--- src/verilog/adc_pkg.sv ---
/*
 Shared constants and types for the successive-approximation converter control block.
 Assumes a 20 MHz reference clock and a 32-bit APB register bus with byte addresses.
*/
package adc_pkg;
   ////////////////////////////////////////////////////////////////////////
   // Timing
   localparam int CLK_NS = 50;
   localparam int SAMPLE_NS = 1000;
   localparam int SETTLE_NS = 200;
   localparam int SAMPLE_CYC = (SAMPLE_NS + CLK_NS - 1) / CLK_NS;
   localparam int SETTLE_CYC = (SETTLE_NS + CLK_NS - 1) / CLK_NS;
   localparam int CONV_CYC = SAMPLE_CYC + 10 * SETTLE_CYC;
   localparam logic [7:0] SAMPLE_LOAD = 8'(SAMPLE_CYC - 1);
   localparam logic [7:0] SETTLE_LOAD = 8'(SETTLE_CYC - 1);
   ////////////////////////////////////////////////////////////////////////
   // Approximation
   localparam logic [3:0] MSB_IDX = 4'h9;
   localparam logic [9:0] MSB_TRIAL = 10'h200;
   ////////////////////////////////////////////////////////////////////////
   // Register offsets
   localparam logic [7:0] CTL0_OFS = 8'h00;
   localparam logic [7:0] TIM_OFS = 8'h04;
   localparam logic [7:0] HWT_OFS = 8'h08;
   localparam logic [7:0] CHS_OFS = 8'h0c;
   localparam logic [7:0] PFM_OFS = 8'h10;
   localparam logic [7:0] PFT_OFS = 8'h14;
   localparam logic [7:0] RES_BASE = 8'h40;
   ////////////////////////////////////////////////////////////////////////
   // Field positions and reset values
   localparam int CTL_EN_BIT = 7;
   localparam int CTL_HW_BIT = 6;
   localparam int CTL_MODE_HI = 5;
   localparam int CTL_MODE_LO = 4;
   localparam int CTL_ACT_BIT = 0;
   localparam int PF_EN_BIT = 7;
   localparam int PF_DIR_BIT = 6;
   localparam logic [7:0] REG8_RST = 8'h00;
   ////////////////////////////////////////////////////////////////////////
   // Encodings
   localparam logic [1:0] HW_EXT = 2'h0;
   localparam logic [1:0] HW_TMR0 = 2'h1;
   localparam logic [1:0] HW_TMR1 = 2'h2;
   typedef struct packed {
      logic en;
      logic hw;
      logic [1:0] mode;
   } ctl_t;
   typedef enum logic [1:0] {E_IDLE = 2'b00, E_SAMPLE = 2'b01, E_BIT = 2'b10} eng_state_t;
   typedef enum logic [1:0] {R_STOP = 2'b00, R_WAIT = 2'b01, R_CONV = 2'b10, R_PEND = 2'b11} run_t;
endpackage : adc_pkg

--- src/verilog/bit_sync.sv ---
/*
 Two-flop synchroniser for a single level from outside the clock domain.
 Assumes the input is a slow level; pulses shorter than one clock may be lost.
*/
`timescale 1ns/1ns
module bit_sync (
   // Clock and reset
   input wire logic i_ref_clk,
   input wire logic i_rst,
   // Level
   input wire logic i_level,
   output logic o_level
);
   logic meta_reg;
   always_ff @(posedge i_ref_clk or posedge i_rst) begin
      if (i_rst) begin
         meta_reg <= 1'b0;
         o_level <= 1'b0;
      end else begin
         meta_reg <= i_level;
         o_level <= meta_reg;
      end
   end
endmodule : bit_sync

--- src/verilog/sar_adc_sequencer_powerfail.sv ---
/*
 Converter control: APB registers, trigger selection, channel sequencing,
 result storage and power-fail gated conversion-end interrupt.
 Assumes an external DAC and comparator (high when input >= DAC level) and
 trigger sources on the same clock except the external trigger pin.
*/
//Contract
// - Enable starts conversion at once in software mode, else waits for trigger.
// - Input is sampled for a fixed period, then held until conversion ends.
// - Approximation starts with bit 9 set, DAC at half reference.
// - Bit 9 kept when input at or above half reference, else cleared.
// - Bit 8 trial at three or one quarter; kept when input at or above.
// - Same trial step repeats down to bit 0, ten comparisons.
// - Final value goes to the channel result register, interrupt in the same cycle.
// - Software or hardware trigger class; two-bit field picks hardware source.
// - Software mode converts selected channel; result and interrupt together.
// - Software mode: continuous restarts until enable cleared, one-shot converts once; hardware mode waits for the next trigger.
// - Active flag set whenever a conversion begins.
// - Software mode: config register write mid-conversion aborts and restarts.
// - Power-fail control byte resets to zero, holds enable and direction.
// - Threshold byte resets to zero, compared with upper eight result bits.
// - Compare disabled: interrupt after every completed select conversion or full scan.
// - Compare enabled, direction 0: interrupt only when upper byte >= threshold.
// - Compare enabled, direction 1: interrupt only when upper byte < threshold.
// - Hardware field: 00 pin edge, 01 timer 0, 10 timer 1, 11 none.
`timescale 1ns/1ns
module sar_adc_sequencer_powerfail import adc_pkg::*; #(
   parameter int CH_N = 24
) (
   // Clock and reset
   input wire logic i_ref_clk,
   input wire logic i_rst,
   // APB slave
   input wire logic i_psel,
   input wire logic i_penable,
   input wire logic i_pwrite,
   input wire logic [7:0] i_paddr,
   input wire logic [31:0] i_pwdata,
   output logic [31:0] o_prdata,
   output logic o_pready,
   output logic o_pslverr,
   // Analog front end
   input wire logic i_comp_high,
   output logic [9:0] o_dac_code,
   output logic o_sample_hold,
   output logic [4:0] o_channel,
   // Triggers
   input wire logic i_external_trigger_pin,
   input wire logic i_timer_match_event_0,
   input wire logic i_timer_match_event_1,
   // Status
   output logic o_conversion_end_irq,
   output logic o_conversion_active
);
   ////////////////////////////////////////////////////////////////////////
   // Declarations
   ctl_t ctl_reg;
   logic [7:0] tim_reg;
   logic [1:0] hwt_reg;
   logic [4:0] chs_reg;
   logic [7:0] pfm_reg;
   logic [7:0] pft_reg;
   logic [9:0] res_mem [CH_N];
   run_t run_reg;
   logic [4:0] ch_reg;
   logic start_reg;
   logic abort_reg;
   logic ext_sync;
   logic comp_sync;
   logic ext_d_reg;
   logic tm0_d_reg;
   logic tm1_d_reg;
   logic hw_edge;
   logic wr_en;
   logic wr_ctl0;
   logic cfg_wr;
   logic hw_next;
   logic scan;
   logic last;
   logic [4:0] first_ch;
   logic [7:0] cmp_byte;
   logic eng_done;
   logic [9:0] eng_res;
   logic [7:0] rel_addr;
   logic [4:0] res_idx;
   logic res_hit;
   logic [31:0] rd_data;
   logic rd_ok;

   function automatic logic is_cfg(input logic [7:0] a);
      return a == CTL0_OFS || a == HWT_OFS ||
             a == CHS_OFS || a == PFM_OFS || a == PFT_OFS;
   endfunction : is_cfg

   function automatic logic pf_pass(input logic [7:0] b, input logic [7:0] pfm,
                                    input logic [7:0] thr);
      if (!pfm[PF_EN_BIT]) begin
         return 1'b1;
      end
      return pfm[PF_DIR_BIT] ? (b < thr) : (b >= thr);
   endfunction : pf_pass

   ////////////////////////////////////////////////////////////////////////
   // APB slave, one wait-free access phase
   assign wr_en = i_psel && i_penable && o_pready && i_pwrite;
   assign wr_ctl0 = wr_en && i_paddr == CTL0_OFS;
   assign cfg_wr = wr_en && is_cfg(i_paddr);
   assign rel_addr = i_paddr - RES_BASE;
   assign res_idx = rel_addr[6:2];
   assign res_hit = i_paddr >= RES_BASE && !rel_addr[7] && rel_addr[1:0] == 2'b00 &&
                    res_idx < 5'(CH_N);

   always_comb begin
      rd_data = 32'h0000_0000;
      rd_ok = 1'b1;
      if (res_hit) begin
         rd_data = {8'h00, res_mem[res_idx][9:2], res_mem[res_idx], 6'h00};
      end else begin
         unique case (i_paddr)
            CTL0_OFS: begin
               rd_data[CTL_EN_BIT] = ctl_reg.en;
               rd_data[CTL_HW_BIT] = ctl_reg.hw;
               rd_data[CTL_MODE_HI] = ctl_reg.mode[1];
               rd_data[CTL_MODE_LO] = ctl_reg.mode[0];
               rd_data[CTL_ACT_BIT] = o_conversion_active;
            end
            TIM_OFS: rd_data[7:0] = tim_reg;
            HWT_OFS: rd_data[1:0] = hwt_reg;
            CHS_OFS: rd_data[4:0] = chs_reg;
            PFM_OFS: rd_data[7:0] = pfm_reg;
            PFT_OFS: rd_data[7:0] = pft_reg;
            default: rd_ok = 1'b0;
         endcase
      end
   end

   always_ff @(posedge i_ref_clk or posedge i_rst) begin : apb_resp
      if (i_rst) begin
         o_pready <= 1'b0;
         o_prdata <= 32'h0000_0000;
         o_pslverr <= 1'b0;
      end else begin
         o_pready <= i_psel && !i_penable;
         o_prdata <= rd_data;
         o_pslverr <= i_psel && !i_penable && !rd_ok;
      end
   end

   always_ff @(posedge i_ref_clk or posedge i_rst) begin : cfg_regs
      if (i_rst) begin
         ctl_reg <= '0;
         tim_reg <= REG8_RST;
         hwt_reg <= 2'h0;
         chs_reg <= 5'h00;
         pfm_reg <= REG8_RST;
         pft_reg <= REG8_RST;
      end else if (wr_en) begin
         unique case (i_paddr)
            CTL0_OFS: begin
               ctl_reg.en <= i_pwdata[CTL_EN_BIT];
               ctl_reg.hw <= i_pwdata[CTL_HW_BIT];
               ctl_reg.mode <= {i_pwdata[CTL_MODE_HI], i_pwdata[CTL_MODE_LO]};
            end
            TIM_OFS: tim_reg <= i_pwdata[7:0];
            HWT_OFS: hwt_reg <= i_pwdata[1:0];
            CHS_OFS: chs_reg <= i_pwdata[4:0];
            PFM_OFS: begin
               pfm_reg <= 8'h00;
               pfm_reg[PF_EN_BIT] <= i_pwdata[PF_EN_BIT];
               pfm_reg[PF_DIR_BIT] <= i_pwdata[PF_DIR_BIT];
            end
            PFT_OFS: pft_reg <= i_pwdata[7:0];
            default: begin
            end
         endcase
      end
   end

   ////////////////////////////////////////////////////////////////////////
   // Trigger sources
   bit_sync u_ext_sync (
      .i_ref_clk(i_ref_clk),
      .i_rst(i_rst),
      .i_level(i_external_trigger_pin),
      .o_level(ext_sync)
   );

   bit_sync u_comp_sync (
      .i_ref_clk(i_ref_clk),
      .i_rst(i_rst),
      .i_level(i_comp_high),
      .o_level(comp_sync)
   );

   always_ff @(posedge i_ref_clk or posedge i_rst) begin : trig_edges
      if (i_rst) begin
         ext_d_reg <= 1'b0;
         tm0_d_reg <= 1'b0;
         tm1_d_reg <= 1'b0;
      end else begin
         ext_d_reg <= ext_sync;
         tm0_d_reg <= i_timer_match_event_0;
         tm1_d_reg <= i_timer_match_event_1;
      end
   end

   always_comb begin
      unique case (hwt_reg)
         HW_EXT: hw_edge = ext_sync && !ext_d_reg;
         HW_TMR0: hw_edge = i_timer_match_event_0 && !tm0_d_reg;
         HW_TMR1: hw_edge = i_timer_match_event_1 && !tm1_d_reg;
         default: hw_edge = 1'b0;
      endcase
   end

   ////////////////////////////////////////////////////////////////////////
   // Sequencer
   assign hw_next = wr_ctl0 ? i_pwdata[CTL_HW_BIT] : ctl_reg.hw;
   assign scan = ctl_reg.mode[0];
   assign first_ch = scan ? 5'h00 : chs_reg;
   assign last = !scan || ch_reg == chs_reg;

   always_ff @(posedge i_ref_clk or posedge i_rst) begin : sequencer
      if (i_rst) begin
         run_reg <= R_STOP;
         ch_reg <= 5'h00;
         start_reg <= 1'b0;
         abort_reg <= 1'b0;
      end else begin
         start_reg <= 1'b0;
         abort_reg <= 1'b0;
         if (wr_ctl0 && !i_pwdata[CTL_EN_BIT]) begin
            run_reg <= R_STOP;
            abort_reg <= 1'b1;
         end else if ((wr_ctl0 && i_pwdata[CTL_EN_BIT]) || (cfg_wr && run_reg != R_STOP)) begin
            abort_reg <= 1'b1;
            run_reg <= hw_next ? R_WAIT : R_PEND;
         end else begin
            unique case (run_reg)
               R_STOP: begin
               end
               R_PEND: begin
                  ch_reg <= first_ch;
                  start_reg <= 1'b1;
                  run_reg <= R_CONV;
               end
               R_WAIT: begin
                  if (hw_edge) begin
                     ch_reg <= first_ch;
                     start_reg <= 1'b1;
                     run_reg <= R_CONV;
                  end
               end
               R_CONV: begin
                  if (ctl_reg.hw && hw_edge) begin
                     ch_reg <= first_ch;
                     start_reg <= 1'b1;
                  end else if (eng_done) begin
                     if (!last) begin
                        ch_reg <= ch_reg + 5'h01;
                        start_reg <= 1'b1;
                     end else if (!ctl_reg.hw && !ctl_reg.mode[1]) begin
                        ch_reg <= first_ch;
                        start_reg <= 1'b1;
                     end else begin
                        run_reg <= ctl_reg.hw ? R_WAIT : R_STOP;
                     end
                  end
               end
            endcase
         end
      end
   end

   always_ff @(posedge i_ref_clk or posedge i_rst) begin : active_flag
      if (i_rst) begin
         o_conversion_active <= 1'b0;
      end else begin
         o_conversion_active <= run_reg == R_CONV || run_reg == R_PEND;
      end
   end

   ////////////////////////////////////////////////////////////////////////
   // Approximation engine
   sar_engine u_engine (
      .i_ref_clk(i_ref_clk),
      .i_rst(i_rst),
      .i_start(start_reg),
      .i_abort(abort_reg),
      .i_comp(comp_sync),
      .o_done(eng_done),
      .o_result(eng_res),
      .o_dac(o_dac_code),
      .o_sample(o_sample_hold)
   );

   assign o_channel = ch_reg;

   ////////////////////////////////////////////////////////////////////////
   // Results and interrupt
   assign cmp_byte = (scan && ch_reg != 5'h00) ? res_mem[0][9:2] : eng_res[9:2];

   always_ff @(posedge i_ref_clk or posedge i_rst) begin : results
      if (i_rst) begin
         for (int i = 0; i < CH_N; i++) begin
            res_mem[i] <= 10'h000;
         end
      end else if (eng_done && ch_reg < 5'(CH_N)) begin
         res_mem[ch_reg] <= eng_res;
      end
   end

   always_ff @(posedge i_ref_clk or posedge i_rst) begin : irq
      if (i_rst) begin
         o_conversion_end_irq <= 1'b0;
      end else begin
         o_conversion_end_irq <= eng_done && last && pf_pass(cmp_byte, pfm_reg, pft_reg);
      end
   end
endmodule : sar_adc_sequencer_powerfail

--- src/verilog/sar_engine.sv ---
/*
 Sample, hold and ten-step bit approximation engine driving the reference DAC.
 Assumes the comparator result arrives synchronised, within SETTLE_CYC of a DAC change.
*/
`timescale 1ns/1ns
module sar_engine import adc_pkg::*; (
   // Clock and reset
   input wire logic i_ref_clk,
   input wire logic i_rst,
   // Control
   input wire logic i_start,
   input wire logic i_abort,
   input wire logic i_comp,
   // Results
   output logic o_done,
   output logic [9:0] o_result,
   output logic [9:0] o_dac,
   output logic o_sample
);
   eng_state_t state_reg;
   logic [7:0] cnt_reg;
   logic [3:0] idx_reg;
   logic [7:0] since_reg;

   always_ff @(posedge i_ref_clk or posedge i_rst) begin
      if (i_rst) begin
         state_reg <= E_IDLE;
         cnt_reg <= 8'h00;
         idx_reg <= 4'h0;
         o_dac <= 10'h000;
         o_done <= 1'b0;
         o_result <= 10'h000;
         o_sample <= 1'b0;
      end else begin
         o_done <= 1'b0;
         if (i_abort) begin
            state_reg <= E_IDLE;
            o_sample <= 1'b0;
         end else if (i_start) begin
            state_reg <= E_SAMPLE;
            cnt_reg <= SAMPLE_LOAD;
            o_dac <= 10'h000;
            o_sample <= 1'b1;
         end else begin
            unique case (state_reg)
               E_IDLE: begin
               end
               E_SAMPLE: begin
                  if (cnt_reg == 8'h00) begin
                     state_reg <= E_BIT;
                     o_sample <= 1'b0;
                     idx_reg <= MSB_IDX;
                     o_dac <= MSB_TRIAL;
                     cnt_reg <= SETTLE_LOAD;
                  end else begin
                     cnt_reg <= cnt_reg - 8'h01;
                  end
               end
               E_BIT: begin
                  if (cnt_reg != 8'h00) begin
                     cnt_reg <= cnt_reg - 8'h01;
                  end else if (idx_reg == 4'h0) begin
                     o_dac[0] <= i_comp;
                     o_result <= {o_dac[9:1], i_comp};
                     o_done <= 1'b1;
                     state_reg <= E_IDLE;
                  end else begin
                     o_dac[idx_reg] <= i_comp;
                     o_dac[idx_reg - 4'h1] <= 1'b1;
                     idx_reg <= idx_reg - 4'h1;
                     cnt_reg <= SETTLE_LOAD;
                  end
               end
               default: state_reg <= E_IDLE;
            endcase
         end
      end
   end

   ////////////////////////////////////////////////////////////////////////
   // Checks
   always_ff @(posedge i_ref_clk or posedge i_rst) begin
      if (i_rst) begin
         since_reg <= 8'h00;
      end else if (i_start) begin
         since_reg <= 8'h00;
      end else if (since_reg != 8'hff) begin
         since_reg <= since_reg + 8'h01;
      end
   end
endmodule : sar_engine
--- config.mk ---
export PLATFORM = sky130hd
export DESIGN_NAME = sar_adc_sequencer_powerfail
export DESIGN_NICKNAME = d
export VERILOG_FILES = /design/src/verilog/adc_pkg.sv /design/src/verilog/bit_sync.sv /design/src/verilog/sar_adc_sequencer_powerfail.sv /design/src/verilog/sar_engine.sv
export SDC_FILE = /design/constraint.sdc
export NUM_CORES = 1
export LEC_CHECK = 0
export BUFFER_PORTS_ARGS = -buffer_cell sky130_fd_sc_hd__buf_2
export CORE_ASPECT_RATIO = 1.4
export CORE_MARGIN = 1.5
export CORE_UTILIZATION = 35
export CTS_CLUSTER_DIAMETER = 60
export CTS_CLUSTER_SIZE = 10
export DETAILED_ROUTE_END_ITERATION = 12
export GPL_TIMING_DRIVEN = 0
export PLACE_DENSITY = 0.6
export SYNTH_ARGS = -nofsm -noshare
export SYNTH_HDL_FRONTEND = slang
export SYNTH_SLANG_ARGS = --single-unit
--- constraint.sdc ---
create_clock -name i_ref_clk -period 12.86 [get_ports i_ref_clk]
set_clock_uncertainty 0.1 [all_clocks]
set_input_delay 1.929 -clock i_ref_clk [delete_from_list [all_inputs] [get_ports i_ref_clk]]
set_output_delay 1.929 -clock i_ref_clk [all_outputs]
set_load 0.005 [all_outputs]
==> results.rst, run 1 <==
.. list-table::
   :header-rows: 1

   * - Metric
     - Value
   * - Status
     - finished, final reports clean
   * - DIE AREA
     - 0.0481 mm^2
   * - Filler Cells Inserted
     - 4,346
   * - Global routing met3 resource utilization
     - 0.0220
   * - Worst Setup End Kind
     - flip-flop
   * - Cells along the critical path
     - buf_6, buf_4, clkbuf_1, mux4_4, mux2_2, a22oi_1, nor2_1
   * - Power density over cell area
     - 127 mW/mm^2
   * - Kind of launch point of the worst setup path
     - input port
   * - Number of antenna violations at the first check in global routing
     - 0
   * - Clk Tree Root Cell
     - clkbuf_16
   * - Number of buffers on the longest clock path
     - 3
   * - Max-slew violation count
     - 0
   * - Class of the worst hold path
     - flip-flop to flip-flop
   * - Register cell area after layout
     - 0.00853 mm^2
   * - Leading cell type in the layout, fill and taps excluded
     - dfrtp_1
   * - Die extent in y
     - 259 um
   * - Post-layout nets
     - 1,359
   * - Top FF cell, synth
     - dfrtp_1
   * - WS Path Type
     - input port to flip-flop
   * - Post-synthesis sequential element count
     - 341
   * - Most Crowded Layer GR
     - met2
   * - Arrival time worst endpoint
     - 4250 ps
   * - Clock net sink count
     - 341
   * - Hold Path Depth
     - 0
   * - Max stage delay on crit path
     - 590 ps
   * - Site row count
     - 93
   * - Path depth of the worst reg2reg path
     - 12
   * - Flip-flop count of the largest register, all copies and words added
     - 240
   * - Area of the core
     - 0.0461 mm^2
   * - Post-Place Setup Slack
     - 8350 ps
   * - Setup violations, final
     - 0
   * - Worst Tran Pin Value
     - 1340 ps
   * - Leakage power summed over all cells
     - 9.00 nW
   * - Synth unique cells
     - 72
   * - Data required time of the critical path
     - 13,170 ps
   * - Clock transition at the registers of the reported paths
     - 50 ps
   * - Relative area change from synthesis to final layout
     - 14.1%
   * - Period minus WS final
     - 3940 ps
   * - Final WS setup
     - 8920 ps
   * - Number of design rule violations left after detail routing
     - 0
   * - Sequential element share of the synthesized area
     - 0.521
   * - Headroom to the max-slew limit
     - 0.105
   * - Clock tree from TritonCTS
     - yes
   * - Met1 track demand over resource in global routing
     - 0.228
   * - CP max FO
     - 10
   * - Worst skew pair latency
     - 560 ps
   * - Width of the die
     - 186 um
   * - Final design utilization
     - 0.406
   * - MaxCap Viol Count
     - 0
   * - Total global routing overflow
     - 0
   * - IO Count
     - 101
   * - # hold bufs at CTS
     - 0
   * - Number of global-route vias before repair
     - 10,800
   * - Post-route fraction of the period consumed by the critical path
     - 0.307
   * - Most frequent cells in the layout
     - dfrtp_1 (341), mux2_2 (293), buf_2 (75)
   * - Top register by number of flip-flops
     - res_mem
   * - Remaining antenna violation count after routing
     - 0
   * - Total negative slack
     - 0 ps
   * - Global placer's final weighted congestion
     - 0.891
   * - Met2 demand-to-capacity share in global routing
     - 0.330
   * - Routed vias
     - 10,300
   * - Synth async-reset ratio
     - 1.00
   * - Synth Cell Area
     - 0.0164 mm^2
   * - Vias per cell
     - 5.39
   * - Pin count of the biggest net entering global routing
     - 133
   * - Mean instance size in the synthesized netlist
     - 14.0 um^2
   * - Number of synthesized flops with an enable pin
     - 0
   * - Worst ir drop on vdd
     - 0.0983 mV
   * - Yosys warns
     - 0
   * - Clock buffer count from CTS
     - 40
   * - Initial DRT Pass Iterations
     - 5
   * - HPWL after DPL
     - 30,300 um
   * - Post-DR wirelength/cell
     - 22.9 um
   * - Port bufs
     - 65
   * - Highest clock rate
     - 254 MHz
   * - Effective utilization at floorplan
     - 0.356
   * - Ranking of synthesized cells by area
     - dfrtp_1 (52%), mux2_2 (20%), mux4_2 (6.3%), mux4_1 (3.4%), ha_1 (1.5%)
   * - Dominant cell type by area after synthesis
     - dfrtp_1
   * - Setup fix buffers added after clock tree synthesis
     - 0
   * - Cell at the slowest stage of the critical path
     - clkbuf_1
   * - Setup repair after global routing missed its margin
     - false
   * - Gate count of the mapped netlist
     - 1,174
   * - Registers with the most flip-flops
     - res_mem (240), o_prdata (16)
   * - Combined area of the multi-input logic cells
     - 0.00722 mm^2
   * - Layout cell share with drive strength beyond 1
     - 0.399
   * - Post-cts gate resize count
     - 0
   * - GRT Overall Usage
     - 0.187
   * - DRC violation total after the first TritonRoute iteration
     - 583
   * - Global-route wire length before repair
     - 66,600 um
   * - Final hold violation count
     - 0
   * - Area fraction of the dominant cell type after synthesis
     - 0.521
   * - Wire length reported by the detailed router
     - 43,800 um
   * - H-tree levels
     - 2
-- critical path: cells and delay by family --
| family | cells | cell delay, ps |
|---|---|---|
| buf+inv | 3 | 960 |
| simple gates | 1 | 80 |
| mux | 2 | 910 |
| compound gates | 1 | 350 |
-- report_power, final --
part	internal, mW	leakage [nW]	switching, mW
combinational	0.0837	3.79	0.141
sequential	1.10	4.67	0.0286
clock	0.587	0.544	0.433
-- synthesized netlist by cell type (all sizes together) (18+ instances only) --
master and instances:
nand2 49, o21ai 27, nor2 58, inv 40, buf 53, mux4 71, clkbuf 27, a21oi 20
dfrtp 341, mux2 293, nand3 18, ha 19
-- kinds of logic (layout without fill, tap and decap cells) --
logic type	after synthesis	in the layout	share of synthesized area
buf+inv	121	236	0.0403
flops	341	341	0.521
mux	369	369	0.307
other cells	1	9	0.000229
simple gates	198	198	0.0630
fa+ha+maj	19	19	0.0145
compound gates	113	113	0.0473
xor+xnor	12	12	0.00641
-- final timing paths --
check | start | to | slack [ps]
worst min-delay path | u_ext_sync.meta_reg | u_ext_sync.o_level | 250
worst min register to register | u_ext_sync.meta_reg | u_ext_sync.o_level | 250
worst max-delay path | i_paddr[3] | o_prdata[22] | 8920
max in group asynchronous | i_rst | o_prdata[0] | 9720
min in group asynchronous | i_rst | u_comp_sync.o_level | 1330
worst max register to register | o_channel[0] | o_conversion_end_irq | 8940
-- routing by layer --
metal	share of wire	wire, um
met2	0.52	22700
met5	0	0
met4	0.037	1620
met3	0.037	1600
met1	0.41	17800
-- final cells by class --
cell class	count	share of cell area
well taps	617	0.0413
clock buffers	43	0.0552
diodes	1	0.000134
multi-input cells	719	0.386
repair buffers	68	0.0208
flip-flops and latches	341	0.457
plain buffers	80	0.0271
clock inverters	4	0.00402
inverters	41	0.00864
-- stage by stage --
step	instances	instance area (um^2)	hold slack [ps]	power [mW]
after CTS	1912	18700	249	2.39
after global routing	1913	18700	255	2.47
final	1914	18700	247	2.37
after global placement	1863	17500	233	1.37
after floorplan	1181	16400	231	1.30
after detailed placement	1865	17600	236	1.37
Power figures use the tool's default switching activity.
==> run 2: changes to the inputs <==
- PLACE_DENSITY: 0.6 -> 0.62
- clock period: 12.86 -> 3.6 ns (I/O delays scaled with it)
==> run 2 against run 1 <==
Setup slack worse by 8700 ps. Largest power group unchanged. Sequential power grew to 3.6 times the previous value. First-iteration DRC count down 8.2%. Cell count is 0.57% higher. Global-route usage shrank 0.15 points. Largest cell class unchanged. Critical path depth grew 5. Combinational power increased to 3.7 times the previous value. Sequential share of layout area shrank 0.43 points.
==> results.rst, run 2 (synthesis results as in run 1) <==
.. list-table::
   :header-rows: 1

   * - Metric
     - Value
   * - Clock net sink count
     - 341 (unchanged)
   * - IO Count
     - 101 (unchanged)
   * - Setup violations, final
     - 0 (unchanged)
   * - Worst reg2reg startpoint
     - o_channel[0] (unchanged)
   * - DIE AREA
     - 0.0481 mm^2 (unchanged)
   * - Post-DR wirelength/cell
     - 22.5 um (was 22.9 um)
   * - Remaining antenna violation count after routing
     - 0 (unchanged)
   * - HPWL after DPL
     - 30,700 um (was 30,300 um)
   * - Power consumption
     - 8.48 mW (was 2.37 mW)
   * - Filler Cells Inserted
     - 4,271 (was 4,346)
   * - Power share of the combinational group
     - 0.097 (was 0.095)
   * - Sequential fraction of design power
     - 0.475 (about the same)
   * - ANT cells
     - 0 (was 1)
   * - Post-layout nets
     - 1,371 (was 1,359)
   * - MaxCap Viol Count
     - 0 (unchanged)
   * - Clk Tree Root Cell
     - clkbuf_16 (unchanged)
   * - Routed vias
     - 10,300 (about the same)
   * - Global placer's final weighted congestion
     - 0.885 (was 0.891)
   * - Width of the die
     - 186 um (unchanged)
   * - Cells after DPL
     - 1,872 (was 1,865)
   * - Max-slew violation count
     - 0 (unchanged)
   * - Worst Tran Pin Value
     - 1380 ps (was 1340 ps)
   * - Combined area of the multi-input logic cells
     - 0.00723 mm^2 (was 0.00722 mm^2)
   * - Relative area change from synthesis to final layout
     - 15.1% (was 14.1%)
   * - Data required time of the critical path
     - 3930 ps (was 13,170 ps)
   * - Clock tree from TritonCTS
     - yes (unchanged)
   * - Worst ir drop on vdd
     - 0.293 mV (was 0.0983 mV)
   * - Switching component of the power
     - 2.11 mW (was 0.603 mW)
   * - Effective utilization at floorplan
     - 0.356 (unchanged)
   * - Period minus WS final
     - 3380 ps
   * - Internal portion of total power
     - 6.37 mW (was 1.77 mW)
   * - Layout cell share with drive strength beyond 1
     - 0.402 (was 0.399)
   * - Most frequent cells in the layout
     - dfrtp_1 (341), mux2_2 (293), buf_2 (75) (unchanged)
   * - Final hold violation count
     - 0 (unchanged)
   * - Leakage power summed over all cells
     - 9.08 nW (was 9.00 nW)
   * - Clk pwr share
     - 0.428 (was 0.430)
   * - Registers with the most flip-flops
     - res_mem (240), o_prdata (16) (unchanged)
   * - Power density over cell area
     - 450 mW/mm^2 (was 127 mW/mm^2)
   * - Flip-flop count of the largest register, all copies and words added
     - 240 (unchanged)
   * - CP max FO
     - 9 (was 10)
   * - WS Path Type
     - flip-flop to flip-flop (was input port to flip-flop)
   * - Number of global-route vias before repair
     - 10,900 (was 10,800)
   * - GRT Overall Usage
     - 0.185 (was 0.187)
   * - Area of the core
     - 0.0461 mm^2 (unchanged)
   * - Site row count
     - 93 (unchanged)
   * - Smallest hold slack
     - 72.7 ps (was 247 ps)
   * - H-tree levels
     - 2 (unchanged)
   * - Status
     - finished, final reports clean (unchanged)
   * - Register cell area after layout
     - 0.00853 mm^2 (unchanged)
   * - Kind of launch point of the worst setup path
     - flip-flop (was input port)
   * - Class of the worst hold path
     - input port to async pin (was flip-flop to flip-flop)
   * - Die extent in y
     - 259 um (unchanged)
   * - Number of antenna violations at the first check in global routing
     - 0 (unchanged)
   * - Port bufs
     - 65 (unchanged)
   * - Pin count of the biggest net entering global routing
     - 41 (was 133)
   * - Top register by number of flip-flops
     - res_mem (unchanged)
   * - Post-route fraction of the period consumed by the critical path
     - 0.939
   * - Global-route wire length before repair
     - 66,200 um (was 66,600 um)
   * - Switching share of power
     - 0.249 (was 0.254)
   * - Arrival time worst endpoint
     - 3710 ps (was 4250 ps)
   * - Leading cell type in the layout, fill and taps excluded
     - dfrtp_1 (unchanged)
   * - Worst Setup End Kind
     - flip-flop (unchanged)
   * - Worst skew pair latency
     - 540 ps (was 560 ps)
   * - Total global routing overflow
     - 0 (unchanged)
   * - Worst setup path startpoint
     - o_channel[0] (was i_paddr[3])
   * - Total negative slack
     - 0 ps (unchanged)
   * - Vias per cell
     - 5.36 (was 5.39)
   * - Number of standard cells in the final layout excluding fillers
     - 1,925 (was 1,914)
   * - Headroom to the max-slew limit
     - 0.0781 (was 0.105)
   * - Clock transition at the registers of the reported paths
     - 50 ps (about the same)
   * - Wire length reported by the detailed router
     - 43,300 um (was 43,800 um)
   * - Clock buffer count from CTS
     - 40 (unchanged)
   * - Initial DRT Pass Iterations
     - 5 (unchanged)
   * - Highest clock rate
     - 296 MHz
   * - Final design utilization
     - 0.409 (was 0.406)
   * - DRC violation total after the first TritonRoute iteration
     - 535 (was 583)
   * - Number of design rule violations left after detail routing
     - 0 (unchanged)
   * - Number of buffers on the longest clock path
     - 3 (unchanged)
   * - Setup repair after global routing missed its margin
     - false (unchanged)
-- run 2: cell types whose count changed in the layout (fill, tap and decap cells not counted), sizes merged --
cell         delta
inv             -1
dlygate4sd3     +4
diode           -1
clkbuf          +1
clkinv          -1
clkinvlp        +1
buf             +8
-- run 2: area by class of cell --
type,count,share of cell area
Clock buffer,44,0.0560
Buffer,80,0.0269
Clock inverter,3,0.00252
Timing Repair Buffer,80,0.0297
Sequential cell,341,0.452
Multi-Input combinational cell,719,0.383
Inverter,41,0.00836
Tap cell,617,0.0409
-- run 2: critical path, cell delays in order (launching register included) --
cell      delay (ps)
dfrtp_1          510
inv_1            140
ha_1             240
nand2_1          210
o31ai_4          360
mux2_2           410
ha_1             290
nor2b_1          130
o21a_1           160
o21ai_0          170
a21oi_1          120
o211ai_1         170
nor3b_2          260
-- run 2: worst paths after layout --
path                                   endpoint  slack (ps)  cells after the start
max                        o_conversion_end_irq         220                     12
min                         u_ext_sync.meta_reg          70                      2
max reg2reg                o_conversion_end_irq         220                     12
min reg2reg                 u_comp_sync.o_level         240                      0
max in group asynchronous          res_mem[145]        1820                      6
min in group i_ref_clk                 o_pready         100                      2
-- run 2: timing repair --
action                                 4_1_cts  5_1_grt
buffers inserted                             2        0
gates resized for setup                      1        1
setup endpoints to repair                    1        1
hold buffers                                 4        0
cloned                                       0        0
endpoints found under the hold margin        4        0
pin swaps                                    1        1
-- run 2: power groups by stage --
| stage | clock network [mW] | registers (mW) | logic, mW |
|---|---|---|---|
| floorplan | 0 | 4.07 | 0.588 |
| global placement | 0 | 4.09 | 0.784 |
| detailed placement | 0 | 4.09 | 0.823 |
| CTS | 3.71 | 4.03 | 0.831 |
| global route | 3.87 | 4.04 | 0.922 |
| finish | 3.63 | 4.03 | 0.825 |
-- run 2: per-stage QoR --
step / setup slack (ps) / instance area [um^2]
after floorplan: -1600 / 16400
after detailed placement: -279 / 17700
after CTS: 20.8 / 18900
final: 218 / 18900
after global placement: -3500 / 17500
after global routing: 31.4 / 18900
-- run 2: metal layers --
layer | track usage | vias to the layer above | routed length [um]
li1 | - | 4551 | -
met1 | 0.218 | 5437 | 17300
met2 | 0.334 | 264 | 22800
met3 | 0.0268 | 71 | 1720
met4 | 0.0744 | 0 | 1520
met5 | 0 | - | 0
==> run 3: changes to the inputs <==
- PLACE_DENSITY: 0.62 -> 0.6
- clock period: 3.6 -> 3.41 ns (I/O delays scaled with it)
==> run 3 against run 2 <==
Global-route usage up 0.35 points. Critical path type unchanged. Combinational power rose by 6.3%. Highest routed layer unchanged. Non-clock buffer count rose by 2.
==> results.rst, run 3 (synthesis results as in run 1) <==
.. list-table::
   :header-rows: 1

   * - Metric
     - Value
   * - Status
     - finished, final reports clean (unchanged)
   * - H-tree levels
     - 2 (unchanged)
   * - Number of design rule violations left after detail routing
     - 0 (unchanged)
   * - Registers with the most flip-flops
     - res_mem (240), o_prdata (16) (unchanged)
   * - Arrival time worst endpoint
     - 3600 ps (was 3710 ps)
   * - Routed vias
     - 10,400 (was 10,300)
   * - Period minus WS final
     - 3250 ps (was 3380 ps)
   * - Worst Tran Pin Value
     - 1390 ps (was 1380 ps)
   * - Hold Path Depth
     - 2
   * - HPWL after DPL
     - 30,900 um (was 30,700 um)
   * - GRT Overall Usage
     - 0.189 (was 0.185)
   * - Flip-flop count of the largest register, all copies and words added
     - 240 (unchanged)
   * - Global-route wire length before repair
     - 67,500 um (was 66,200 um)
   * - Post-place instance area
     - 0.0177 mm^2 (about the same)
   * - Cell at the slowest stage of the critical path
     - dfrtp_2 (was dfrtp_1)
   * - Clk Tree Root Cell
     - clkbuf_16 (unchanged)
   * - Clock transition at the registers of the reported paths
     - 60 ps (was 50 ps)
   * - MaxCap Viol Count
     - 0 (unchanged)
   * - Clock tree from TritonCTS
     - yes (unchanged)
   * - Number of global-route vias before repair
     - 11,000 (was 10,900)
   * - DIE AREA
     - 0.0481 mm^2 (unchanged)
   * - Filler Cells Inserted
     - 4,315 (was 4,271)
   * - Vias per cell
     - 5.37 (was 5.36)
   * - Number of buffers on the longest clock path
     - 3 (unchanged)
   * - Leakage power summed over all cells
     - 9.09 nW (was 9.08 nW)
   * - Post-layout nets
     - 1,374 (was 1,371)
   * - Power density over cell area
     - 473 mW/mm^2 (was 450 mW/mm^2)
   * - Clock net sink count
     - 341 (unchanged)
   * - Kind of launch point of the worst setup path
     - flip-flop (unchanged)
   * - Most frequent cells in the layout
     - dfrtp_1 (339), mux2_2 (293), buf_2 (75) (was dfrtp_1 (341), mux2_2 (293), buf_2 (75))
   * - Initial DRT Pass Iterations
     - 4 (was 5)
   * - Remaining antenna violation count after routing
     - 0 (unchanged)
   * - Global placer's final weighted congestion
     - 0.905 (was 0.885)
   * - Setup repair after global routing missed its margin
     - false (unchanged)
   * - WS Path Type
     - flip-flop to flip-flop (unchanged)
   * - Site row count
     - 93 (unchanged)
   * - Clock buffer count from CTS
     - 41 (was 40)
   * - Post-route fraction of the period consumed by the critical path
     - 0.952 (was 0.939)
   * - Relative area change from synthesis to final layout
     - 15.5% (was 15.1%)
   * - Headroom to the max-slew limit
     - 0.0698 (was 0.0781)
   * - Pin count of the biggest net entering global routing
     - 45 (was 41)
   * - Max stage delay on crit path
     - 480 ps (was 510 ps)
   * - Delay-heaviest family, CP
     - compound AO/OA/AOI/OAI gates (unchanged)
   * - Final hold violation count
     - 0 (unchanged)
   * - Setup violations, final
     - 0 (unchanged)
   * - ANT cells
     - 0 (unchanged)
   * - Class of the worst hold path
     - input port to flip-flop (was input port to async pin)
   * - Area of the core
     - 0.0461 mm^2 (unchanged)
   * - DRC violation total after the first TritonRoute iteration
     - 509 (was 535)
   * - Effective utilization at floorplan
     - 0.356 (unchanged)
   * - Post-route standard cell area excluding fillers
     - 0.0189 mm^2 (about the same)
   * - Layout cell share with drive strength beyond 1
     - 0.407 (was 0.402)
   * - Port bufs
     - 65 (unchanged)
   * - Cells along the critical path
     - inv_1, ha_2, nand2_2, o31ai_4, buf_12, mux2_2, ha_1, nor2b_1, o21a_1, o21ai_0, a21oi_1, o211ai_1, nor3b_4 (was inv_1, ha_1, nand2_1, o31ai_4, mux2_2, ha_1, nor2b_1, o21a_1, o21ai_0, a21oi_1, o211ai_1, nor3b_2)
   * - Worst skew pair latency
     - 560 ps (was 540 ps)
   * - Path depth of the worst reg2reg path
     - 13 (was 12)
   * - Number of standard cells in the final layout excluding fillers
     - 1,930 (was 1,925)
   * - Number of antenna violations at the first check in global routing
     - 0 (unchanged)
   * - Width of the die
     - 186 um (unchanged)
   * - IO Count
     - 101 (unchanged)
   * - Worst Setup End Kind
     - flip-flop (unchanged)
   * - Total global routing overflow
     - 0 (unchanged)
   * - Top register by number of flip-flops
     - res_mem (unchanged)
   * - Max-slew violation count
     - 0 (unchanged)
   * - CP Depth
     - 13 (was 12)
   * - Final design utilization
     - 0.411 (was 0.409)
   * - Worst ir drop on vdd
     - 0.404 mV (was 0.293 mV)
   * - Data required time of the critical path
     - 3760 ps (was 3930 ps)
   * - CP max FO
     - 9 (unchanged)
   * - Wire length reported by the detailed router
     - 43,700 um (was 43,300 um)
   * - Die extent in y
     - 259 um (unchanged)
   * - Leading cell type in the layout, fill and taps excluded
     - dfrtp_1 (unchanged)
   * - Cells after DPL
     - 1,873 (was 1,872)
   * - Highest clock rate
     - 308 MHz (was 296 MHz)
   * - Post-DR wirelength/cell
     - 22.6 um (was 22.5 um)
   * - Buffers & Inverters on Critical Path
     - 2 (was 1)
run 3: cell count changes in the layout (fill, tap and decap cells not counted), sizes merged:
cell	change
clkinv	+3
buf	+1
bufinv	-1
clkinvlp	+1
dlygate4sd3	+1
run 3: timing repair:
action                                  in CTS  in global routing
cloned                                       0                  0
pin swaps                                    1                  0
setup buffers                                2                  0
hold buffers                                 5                  0
endpoints found under the setup margin       1                  1
gates resized for setup                      3                  5
hold endpoints to repair                    26                  0
run 3: path summary, 6_finish.rpt:
kind | slack (ps) | startpoint | endpoint
min | 60 | i_penable | o_pready
max | 160 | o_channel[0] | o_conversion_end_irq
max in group asynchronous | 1100 | i_rst | res_mem[125]
min reg2reg | 240 | u_ext_sync.meta_reg | u_ext_sync.o_level
min in group asynchronous | 480 | i_rst | u_ext_sync.o_level
max reg2reg | 160 | o_channel[0] | o_conversion_end_irq
run 3: power by group:
| part | leakage [nW] | internal, mW | switching, mW |
|---|---|---|---|
| registers | 4.67 | 4.15 | 0.104 |
| logic | 3.88 | 0.334 | 0.543 |
| clock network | 0.542 | 2.17 | 1.65 |
run 3: final cells by class:
type | count | area, um^2 | share of cell area
flip-flops and latches | 341 | 8540 | 0.451
repair buffers | 82 | 591 | 0.0312
plain buffers | 80 | 507 | 0.0268
clock buffers | 44 | 1050 | 0.0554
clock inverters | 6 | 62.6 | 0.00331
multi-input cells | 719 | 7250 | 0.383
inverters | 41 | 158 | 0.00833
well taps | 617 | 772 | 0.0408
run 3: worst register-to-register path: cells and delay by family, from the launching register on:
family / cells / cell delay, ps
mux: 1 / 360
simple gates: 3 / 500
buf+inv: 2 / 280
compound gates: 5 / 900
flops: 1 / 480
fa+ha+maj: 2 / 530
run 3: metrics by stage:
stage          setup WS (ps)  power [mW]  setup TNS [ps]  hold slack (ps)
2_1_floorplan          -1760        4.92         -600850              231
3_3_place_gp           -3670        5.15        -1231630              234
3_5_place_dp            -547        5.19            -547              235
4_1_cts               0.0542        9.03               0             47.0
5_1_grt                 29.1        9.30               0             68.4
6_report                 162        8.95               0             62.7
run 3: per-layer routing:
layer,vias up,routed length [um],track usage
met2,254,23000,0.342
met4,0,1410,0.0685
met1,5473,17700,0.227
met3,84,1610,0.0248
met5,-,0,0
li1,4546,-,-
